File: src/serprog_regs.svh
// constants for the serial program/verify port
`ifndef SERPROG_REGS_SVH
`define SERPROG_REGS_SVH
`define CMD_BITS        6
`define FRAME_CYCLES    16
`define WORD_BITS       14
`define USER_ADDR_BITS  10
`define CFG_BASE        14'h2000
`define CFG_ALIAS_MASK  14'h03FF
`define PULSE_TIME_US   100
`define CLK_MHZ         50
`endif

File: src/serprog_pkg.sv
// types shared by the serial program/verify port
package serprog_pkg;
  typedef enum logic [2:0] {
    OP_LOAD_CFG  = 3'h0,
    OP_LOAD_DATA = 3'h1,
    OP_READ      = 3'h2,
    OP_INCR      = 3'h3,
    OP_BEGIN     = 3'h4,
    OP_END       = 3'h7
  } op_t;
  typedef struct packed {
    logic        we;
    logic        cfg;
    logic [13:0] addr;
    logic [13:0] wdata;
  } prog_req_t;
endpackage

File: src/serprog_port.sv
// serial program/verify port: command shifter, counter, data frames
`include "serprog_regs.svh"
module serprog_port (
  input  wire logic        CLK,
  input  wire logic        RST,
  input  wire logic        PROG_MODE,
  input  wire logic        SCLK_PIN,
  input  wire logic        SDATA_IN,
  output logic             SDATA_OUT,
  output logic             SDATA_OE,
  output logic [13:0]      MEM_ADDR,
  output logic             MEM_CFG,
  output logic [13:0]      MEM_WDATA,
  output logic             MEM_PROG,
  input  wire logic [13:0] MEM_RDATA
);
  typedef enum logic [1:0] {S_CMD, S_LOAD, S_READ} phase_t;
  ////////////////////////////////////////////////////////////////////////
  // synchronisers: first stage feeds only the second
  logic [1:0] clk_s_q, dat_s_q, mode_s_q;
  logic       clk_prev_q;
  always_ff @(posedge CLK) begin
    if (RST) begin
      clk_s_q    <= 2'h0;
      dat_s_q    <= 2'h0;
      mode_s_q   <= 2'h0;
      clk_prev_q <= 1'b0;
    end else begin
      clk_s_q    <= {clk_s_q[0], SCLK_PIN};
      dat_s_q    <= {dat_s_q[0], SDATA_IN};
      mode_s_q   <= {mode_s_q[0], PROG_MODE};
      clk_prev_q <= clk_s_q[1];
    end
  end
  logic rise, fall, mode;
  assign rise = clk_s_q[1] && !clk_prev_q;
  assign fall = !clk_s_q[1] && clk_prev_q;
  assign mode = mode_s_q[1];
  ////////////////////////////////////////////////////////////////////////
  // next-address function for increment, keeping the config bit set once in config space
  function automatic logic [13:0] next_pc(input logic [13:0] pc);
    logic [13:0] n;
    n = pc + 14'h0001;
    if (pc[13]) n[13] = 1'b1;
    return n;
  endfunction
  ////////////////////////////////////////////////////////////////////////
  // fifo between captured frames and the write path
  logic        fifo_ready, fifo_valid;
  logic [13:0] fifo_data;
  logic        push_d, push_q;
  logic [13:0] word_d, word_q;
  word_fifo #(.WIDTH(`WORD_BITS), .DEPTH(4)) u_fifo (
    .clk      (CLK),
    .rst      (RST),
    .in_valid (push_q),
    .in_ready (fifo_ready),
    .in_data  (word_q),
    .out_valid(fifo_valid),
    .out_ready(1'b1),
    .out_data (fifo_data)
  );
  ////////////////////////////////////////////////////////////////////////
  // protocol state
  phase_t      ph_q, ph_d;
  logic [4:0]  cnt_q, cnt_d;
  logic [5:0]  sh_q, sh_d;
  logic [13:0] pc_q, pc_d;
  logic [13:0] ld_q, ld_d;
  logic [13:0] rd_q, rd_d;
  logic        oe_q, oe_d, out_q, out_d, prog_q, prog_d;
  serprog_pkg::prog_req_t req;
  serprog_pkg::op_t       op;
  assign op = serprog_pkg::op_t'(sh_d[3:1]);
  always_comb begin
    ph_d = ph_q; cnt_d = cnt_q; sh_d = sh_q; pc_d = pc_q; ld_d = ld_q;
    rd_d = rd_q; oe_d = oe_q; out_d = out_q; prog_d = prog_q;
    push_d = 1'b0; word_d = word_q;
    if (fifo_valid) ld_d = fifo_data;  // loaded word lands after fifo
    if (!mode) begin
      // leaving mode resets counter: only exit back to user space
      ph_d = S_CMD; cnt_d = 5'h00; pc_d = 14'h0000;
      oe_d = 1'b0; prog_d = 1'b0;
    end else begin
      unique case (ph_q)
        S_CMD: if (fall) begin
          sh_d  = {dat_s_q[1], sh_q[5:1]};  // lsb first
          cnt_d = cnt_q + 5'h01;
          if (cnt_q == 5'(`CMD_BITS - 1)) begin
            cnt_d = 5'h00;
            unique case (op)
              serprog_pkg::OP_LOAD_CFG: begin
                pc_d = `CFG_BASE; ph_d = S_LOAD;
              end
              serprog_pkg::OP_LOAD_DATA: ph_d = S_LOAD;
              serprog_pkg::OP_READ: begin
                ph_d = S_READ; rd_d = MEM_RDATA;
              end
              serprog_pkg::OP_INCR: pc_d = next_pc(pc_q);
              serprog_pkg::OP_BEGIN: prog_d = 1'b1;
              serprog_pkg::OP_END: prog_d = 1'b0;
              default: ;
            endcase
          end
        end
        S_LOAD: if (fall) begin
          cnt_d = cnt_q + 5'h01;
          if (cnt_q >= 5'h01 && cnt_q <= 5'(`WORD_BITS))
            word_d = {dat_s_q[1], word_q[13:1]};
          if (cnt_q == 5'(`FRAME_CYCLES - 1)) begin
            ph_d = S_CMD; cnt_d = 5'h00;
            push_d = fifo_ready;  // full fifo drops the word
          end
        end
        S_READ: begin
          if (rise) begin
            // drive from second to sixteenth rising edge
            if (cnt_q >= 5'h01 && cnt_q <= 5'(`WORD_BITS)) begin
              oe_d = 1'b1;
              out_d = rd_q[0];
              rd_d = {1'b0, rd_q[13:1]};
            end else if (cnt_q == 5'(`WORD_BITS + 1)) begin
              oe_d = 1'b1;
              out_d = 1'b0;  // stop bit
            end
          end
          if (fall) begin
            cnt_d = cnt_q + 5'h01;
            if (cnt_q == 5'(`FRAME_CYCLES - 1)) begin
              ph_d = S_CMD; cnt_d = 5'h00; oe_d = 1'b0;
            end
          end
        end
        default: ph_d = S_CMD;
      endcase
    end
  end
  always_ff @(posedge CLK) begin
    if (RST) begin
      ph_q <= S_CMD; cnt_q <= 5'h00; sh_q <= 6'h00; pc_q <= 14'h0000;
      ld_q <= 14'h0000; rd_q <= 14'h0000; oe_q <= 1'b0; out_q <= 1'b0;
      prog_q <= 1'b0; push_q <= 1'b0; word_q <= 14'h0000;
    end else begin
      ph_q <= ph_d; cnt_q <= cnt_d; sh_q <= sh_d; pc_q <= pc_d;
      ld_q <= ld_d; rd_q <= rd_d; oe_q <= oe_d; out_q <= out_d;
      prog_q <= prog_d; push_q <= push_d; word_q <= word_d;
    end
  end
  ////////////////////////////////////////////////////////////////////////
  // memory-side outputs, all registered
  always_comb begin
    req.we    = prog_q;
    req.cfg   = pc_q[13];
    // user space uses 10 bits; config aliases in 2000h-23FFh
    req.addr  = pc_q[13] ? (`CFG_BASE | (pc_q & `CFG_ALIAS_MASK))
                         : {4'h0, pc_q[`USER_ADDR_BITS-1:0]};
    req.wdata = ld_q;
  end
  always_ff @(posedge CLK) begin
    if (RST) begin
      MEM_ADDR <= 14'h0000; MEM_CFG <= 1'b0; MEM_WDATA <= 14'h0000;
      MEM_PROG <= 1'b0; SDATA_OUT <= 1'b0; SDATA_OE <= 1'b0;
    end else begin
      MEM_ADDR <= req.addr; MEM_CFG <= req.cfg; MEM_WDATA <= req.wdata;
      MEM_PROG <= req.we; SDATA_OUT <= out_q; SDATA_OE <= oe_q;
    end
  end
  ////////////////////////////////////////////////////////////////////////
  // checks
  cfg_sticky_a: assert property (@(posedge CLK) disable iff (RST)
    (mode && pc_q[13]) |=> (!mode || pc_q[13]))
    else $error("config bit dropped");
  user_addr_a: assert property (@(posedge CLK) disable iff (RST)
    !pc_q[13] |=> MEM_ADDR[13:10] == 4'h0)
    else $error("user address above 3FF");
  cfg_alias_a: assert property (@(posedge CLK) disable iff (RST)
    pc_q[13] |=> MEM_ADDR[13:10] == 4'h8)
    else $error("config alias wrong");
  ldcfg_pc_a: assert property (@(posedge CLK) disable iff (RST)
    (mode && ph_q == S_CMD && fall && cnt_q == 5'h05 && sh_d[3:1] == 3'h0)
    |=> pc_q == 14'h2000)
    else $error("load config did not set 2000h");
  incr_a: assert property (@(posedge CLK) disable iff (RST)
    (mode && ph_q == S_CMD && fall && cnt_q == 5'h05 && sh_d[3:1] == 3'h3
     && !pc_q[13]) |=> pc_q == $past(pc_q) + 14'h0001)
    else $error("increment wrong");
  prog_on_a: assert property (@(posedge CLK) disable iff (RST)
    (mode && ph_q == S_CMD && fall && cnt_q == 5'h05 && sh_d[3:1] == 3'h4)
    |=> ##1 MEM_PROG)
    else $error("programming not started");
  prog_off_a: assert property (@(posedge CLK) disable iff (RST)
    (mode && ph_q == S_CMD && fall && cnt_q == 5'h05 && sh_d[3:1] == 3'h7)
    |=> ##1 !MEM_PROG)
    else $error("programming not stopped");
  oe_cmd_a: assert property (@(posedge CLK) disable iff (RST)
    (ph_q != S_READ) |=> ##1 !SDATA_OE)
    else $error("data pin driven outside read");
  nop_a: assert property (@(posedge CLK) disable iff (RST)
    (mode && ph_q == S_CMD && fall && cnt_q == 5'h05 &&
     (sh_d[3:1] == 3'h5 || sh_d[3:1] == 3'h6)) |=> $stable(pc_q) && ph_q == S_CMD)
    else $error("undefined command had effect");
  read_c: cover property (@(posedge CLK) ph_q == S_READ ##1 ph_q == S_CMD);
  load_c: cover property (@(posedge CLK) push_q);
  cfg_c: cover property (@(posedge CLK) pc_q[13] && MEM_PROG);
endmodule

File: src/word_fifo.sv
// small valid/ready fifo for data words
module word_fifo #(
  parameter int WIDTH = 14,
  parameter int DEPTH = 4
) (
  input  wire logic             clk,
  input  wire logic             rst,
  input  wire logic             in_valid,
  output logic                  in_ready,
  input  wire logic [WIDTH-1:0] in_data,
  output logic                  out_valid,
  input  wire logic             out_ready,
  output logic [WIDTH-1:0]      out_data
);
  localparam int AW = $clog2(DEPTH);
  logic [WIDTH-1:0] mem [DEPTH];
  logic [AW:0]      wp_q, rp_q;
  logic             push, pop;
  // honest full and empty from pointer difference
  assign in_ready  = (wp_q - rp_q) != (AW+1)'(DEPTH);
  assign out_valid = wp_q != rp_q;
  assign out_data  = mem[rp_q[AW-1:0]];
  assign push      = in_valid && in_ready;
  assign pop       = out_valid && out_ready;
  always_ff @(posedge clk) begin
    if (rst) begin
      wp_q <= '0;
      rp_q <= '0;
    end else begin
      if (push) wp_q <= wp_q + 1'b1;
      if (pop) rp_q <= rp_q + 1'b1;
    end
    if (push) mem[wp_q[AW-1:0]] <= in_data;
  end
endmodule
File: config.mk
export PLATFORM = sky130hd
export DESIGN_NAME = serprog_port
export DESIGN_NICKNAME = d
export VERILOG_FILES = /design/src/serprog_pkg.sv /design/src/serprog_port.sv /design/src/word_fifo.sv
export VERILOG_INCLUDE_DIRS = /design/src
export SDC_FILE = /design/constraint.sdc
export NUM_CORES = 1
export LEC_CHECK = 0
export ABC_CLOCK_PERIOD_IN_PS = 2900
export BUFFER_PORTS_ARGS = -buffer_cell sky130_fd_sc_hd__buf_2
export CORE_AREA = 2 2 131 95
export DETAILED_ROUTE_END_ITERATION = 10
export DIE_AREA = 0 0 133 97
export GPL_TIMING_DRIVEN = 0
export PLACE_DENSITY = 0.85
export SKIP_CTS_REPAIR_TIMING = 1
export SYNTH_ARGS = -nofsm -noshare
export SYNTH_HDL_FRONTEND = slang
export SYNTH_SLANG_ARGS = --single-unit
File: constraint.sdc
create_clock -name CLK -period 2.9 [get_ports CLK]
set_clock_uncertainty 0.1 [all_clocks]
set_input_delay 0.58 -clock CLK [delete_from_list [all_inputs] [get_ports CLK]]
set_output_delay 0.58 -clock CLK [all_outputs]
set_load 0.05 [all_outputs]
[Word level (Yosys, flattened, before mapping)]
Memory sizes are Yosys's and may differ from the RTL's. A register that Yosys moved wholly into a read port is not among the register bits.
Index checks and enable logic that the tools add are counted.
Operators by class
  equality and inequality tests: 19
  $add $sub $neg: 5
  mux-type cells: 33
  bitwise operators: 4
  reductions and logical operators: 25
  magnitude comparators: 2
Operator list (number)
  $mux W14: 6
  $pmux W14 S2: 2
  $mux W5: 4
  $reduce_and A4 Y1: 4
  $add A14 B1 Y14 const B: 1
  $mux W4: 3
  $mux W1: 10
  $pmux W5 S2: 1
  $reduce_bool A2 Y1: 5
  $mux W2: 4
  $ne A2 B2 Y1 const B: 4
  $pmux W2 S2: 2
  $reduce_and A7 Y1: 1
  $add A3 B1 Y3 const B: 2
  $eq A3 B2 Y1 const B: 2
  $eq A3 B3 Y1 const B: 2
  $ne A2 B1 Y1 const B: 3
  $reduce_and A3 Y1: 2
  $reduce_or A2 Y1: 3
  $add A5 B1 Y5 const B: 1
  $eq A5 B3 Y1 const B: 1
  $eq A5 B4 Y1 const B: 1
  $ge A5 B1 Y1 const B: 1
  $le A5 B4 Y1 const B: 1
  15 further kinds: 22
Word-level totals
  memories: 1
  input port bits: 19
  register bits after elaboration: 104
  memory bits (writable): 56
  output and inout port bits: 32
  word-level logic and storage cells: 112
Memory list
  u_fifo.mem: depth 4, width 14, rd ports 1, clocked after Yosys merged registers in 1, wr ports 1, RTL line word_fifo.sv:16  | logic [WIDTH-1:0] mem [DEPTH];

[Longest topological paths before layout]
  word-level depth: 11
  gate-level depth with buffers: 10
  depth with buffers taken out: 8

[Hierarchy]
From an unflattened synthesis, not the netlist that was laid out.
Unflattened totals
  cells, all modules: 569
  area total of the unflattened synthesis: 6824.0 um2
Modules (own cells, without submodules)
  serprog_port: area each 4321.6 um2, cells each 445, instances 1, seq. area each 2142.1 um2
  word_fifo: area each 2502.4 um2, cells each 124, instances 1, seq. area each 1841.8 um2

[Worst setup path after synthesis]
No wires, ideal clock.
  path kind: register to register
  start: register u_fifo.rp_q[1]
  end: memory u_fifo.mem[2][0] (enable)
  setup time: 366 ps
  required time: 2434 ps
  buffers on the path: 2
  setup slack: 358 ps
  data arrival time: 2076 ps
  cell stages (with the launch flop): 10
  period minus slack after synthesis: 2542 ps
  cell sequence: dfxtp_1 clkbuf_1 clkbuf_1 inv_1 ha_1 nor2b_1 xnor2_1 nor2_1 nor2b_1 and2_1
On the way
  longest elaborated chain between the ends: 5
Ends and longest elaborated chain
  start: declaration: RTL line word_fifo.sv:17  | logic [AW:0] wp_q, rp_q;
  start signal: assignment: RTL line word_fifo.sv:31  | if (pop) rp_q <= rp_q + 1'b1;
  $sub A3 B3 Y3: RTL line word_fifo.sv:20  | assign in_ready = (wp_q - rp_q) != (AW+1)'(DEPTH);
  $ne A3 B3 Y1: RTL line word_fifo.sv:20
  $logic_and A1 B1 Y1: RTL line word_fifo.sv:23  | assign push = in_valid && in_ready;
  $mux W1: RTL line word_fifo.sv:33  | if (push) mem[wp_q[AW-1:0]] <= in_data;
  $mux W1 (implied by the code): RTL line word_fifo.sv:33
  end: declaration: RTL line word_fifo.sv:16
No other way between the ends.

[Worst setup path in the final report]
  start: register u_fifo.rp_q[1]
  end: memory u_fifo.mem[1][3] (enable)
The elaborated chain is that of the path after synthesis.

==> impl_metrics.ini <==
[synth]
ys_top_cells_by_area = dfxtp_1, edfxtp_1, mux4_2, mux2i_1, nor2b_1
syn_area_sq_um = 6744
ys_seq_area_share_pct = 58.48
synth_top_area_cell = dfxtp_1
yosysWarnings = 0
synth_edf_count = 56
yosys.area.top_type_share_pct = 33.54
avgSynthCellArea_sq_um = 11.33
synth_cell_types = 55
ys_ff_latch = 169
async_flop_share_pct = 0
netlist_instances = 595
synth_top_flop_cell = dfxtp_1

[sta]
clock.fmax_mhz = 375.6
period_share_pct = 91.80
hold_violations = 0
slew_viol_final = 0
worst_pin_slew_ns = 0.6882
setup_viol = 0
fin_crit_ns = 2.662
rsz0062_at_grt = no
slew_headroom_pct = 54.12

[detailed_routing]
drt-pass1-iter-count = 5
drc = 0
ant_nets = 0
viasPerCell = 5.702
routed_wl_microns = 14210
vias = 4750
drt_iter0_markers = 430
wl_per_cell_microns = 17.05

[hold_path]
min_path_type = in -> reg

[global_route]
grt.total_usage_pct = 22.99
grt_pass1_wl_microns = 23220
grt_pass1_vias = 4809
antenna_found_initial = 0
grt_max_degree = 17
grt-ovfl-total = 0

[power]
p_per_area_nw_per_um2 = 638.5
vdd_ir_drop_max_v = 0.0004331
leakagePower_uw = 0.002751

[die]
die_h_microns = 97
row_count = 33
die_x_microns = 133
start_util_pct = 58.54
ios = 51
coreArea_sq_um = 11520
die-area_sq_um = 12900

[critical_path]
cpMaxStageDelayCell = and2_2
cp_common_cell = nor2b_1
cp_data_required_time_ns = 2.87
worstSetupEndpointType = flip-flop
path_class = reg -> reg
crit_arrival_ns = 2.63
crit_path_max_incr_delay_ns = 0.45
path_cells = clkbuf_2, buf_2, inv_1, ha_1, nor2b_1, xnor2_1, nor2_1, nor2b_1, and2_2
startpoint_type = flip-flop
cp_max_fo = 14

[clock_tree]
cts.sinks = 169
clock_path_buffers = 2
clk_pin_slew_ns = 0.06
clk_latency_ns = 0.42
cts.htree.levels = 4
cts_root_buffer = clkbuf_16
cts_tree = yes
cts_buffers = 17

[placed_design]
gp_congestion = 0.8571
portBuffers = 47
dpl-instance-area_sq_um = 7183
dp_hpwl_microns = 9309

[final_layout]
num-fill-cells = 800
design_area_sq_um = 7735
final_cell_mix = dfxtp_1, edfxtp_1, nand2_1
fin_util_pct = 67.14
layout-drive-gt1-share_pct = 17.90
syn_to_final_growth_pct = 14.69
mostFrequentLayoutCell = dfxtp_1
antenna_cells = 0
final_nets = 698

[flow_run]
maxCapViolCount = 0

[outcome]
status = complete, no violations
==> metrics by stage <==
step                      total power, uW  setup TNS (ns)  cells  hold slack (ns)  worst slack [ns]
after floorplan                      2809               0    597           0.3138            0.3576
after global placement               2888          -14.50    801           0.3325           -0.3185
after detailed placement             2899          -19.91    801           0.3319           -0.4176
after CTS                            4945          -23.99    833           0.2643           -0.4730
after global routing                 5079               0    833           0.2720           0.08061
final                                4939               0    833           0.2681            0.2378
==> metal layers <==
metal / vias up / GRT usage (%) / routed length (microns)
met5: - / 0 / 0
met4: 0 / 7.527 / 222
met3: 24 / 5.713 / 1045
met2: 177 / 39.30 / 6950
met1: 2307 / 28.70 / 5987
li1: 2242 / - / -
==> path summary, 6_finish.rpt <==
kind	startpoint	to	slack (ns)	depth (start not counted)
setup / recovery	u_fifo.rp_q[1]	u_fifo.mem[1][3]	0.24	9
hold / removal	SDATA_IN	dat_s_q[0]	0.27	2
setup reg to reg	u_fifo.rp_q[1]	u_fifo.mem[1][3]	0.24	9
hold reg to reg	mode_s_q[0]	mode_s_q[1]	0.34	1
==> logic make-up after synthesis <==
family,share of synthesized area [%]
xor gates and xnor gates,1.299
adders and majority gates,2.968
AOI/OAI and AO/OA,9.128
buffers and inverters,3.265
muxes,9.276
other,0.05561
and+or+nand+nor,15.53
DFF,58.48
==> where the power goes <==
group          switching [uW]  total [uW]  internal [uW]  leakage [uW]
Clock                     921        2090           1170      0.000275
Sequential               20.3        2490           2470       0.00143
Combinational             223         359            135       0.00105
Total                    1160        4940           3770       0.00275
==> sequential cells by signal, summed over array words and instances, names as in the netlist, 3 cells and up <==
name and cells:
MEM_ADDR 10, MEM_WDATA 14, cnt_q 5, ld_q 14, pc_q 14, rd_q 14, sh_q 5, u_fifo.mem 56
u_fifo.rp_q 3, u_fifo.wp_q 3, word_q 14
==> cell type report <==
type | count | area (sq um) | share of cell area [%]
Sequential cell | 169 | 3944 | 50.99
Buffer | 39 | 183.9 | 2.378
Clock buffer | 22 | 474.2 | 6.131
Clock inverter | 10 | 67.56 | 0.8735
Timing Repair Buffer | 47 | 235.2 | 3.041
Tap cell | 157 | 196.4 | 2.540
Multi-Input combinational cell | 378 | 2592 | 33.52
Inverter | 11 | 41.29 | 0.5338
==> critical path: cells and delay by family, from the launching register on <==
family / cells / cell delay, ns
adder cells (fa/ha/maj): 1 / 0.20
AND/OR/NAND/NOR: 4 / 0.87
XOR/XNOR: 1 / 0.18
flip-flops: 1 / 0.35
buffers and inverters: 3 / 0.59
==> Yosys cell counts, types with 2 or more instances <==
cell / number
a211oi_1: 4
a21oi_1: 47
a311oi_1: 2
a31o_2: 2
and2_1: 5
and3_1: 4
and4_1: 2
buf_2: 5
buf_4: 5
clkbuf_1: 27
dfxtp_1: 113
edfxtp_1: 56
ha_1: 16
inv_1: 11
mux2i_1: 31
mux4_2: 14
nand2_1: 54
nand2b_1: 4
nand3_1: 7
nand3b_1: 2
nand4_1: 7
nor2_1: 34
nor2b_1: 42
nor3_1: 2
nor3b_1: 3
o21ai_0: 35
o31ai_1: 2
or2_2: 2
or3_1: 23
xnor2_1: 6
xor2_1: 4
(Power assumes the default switching activity.)
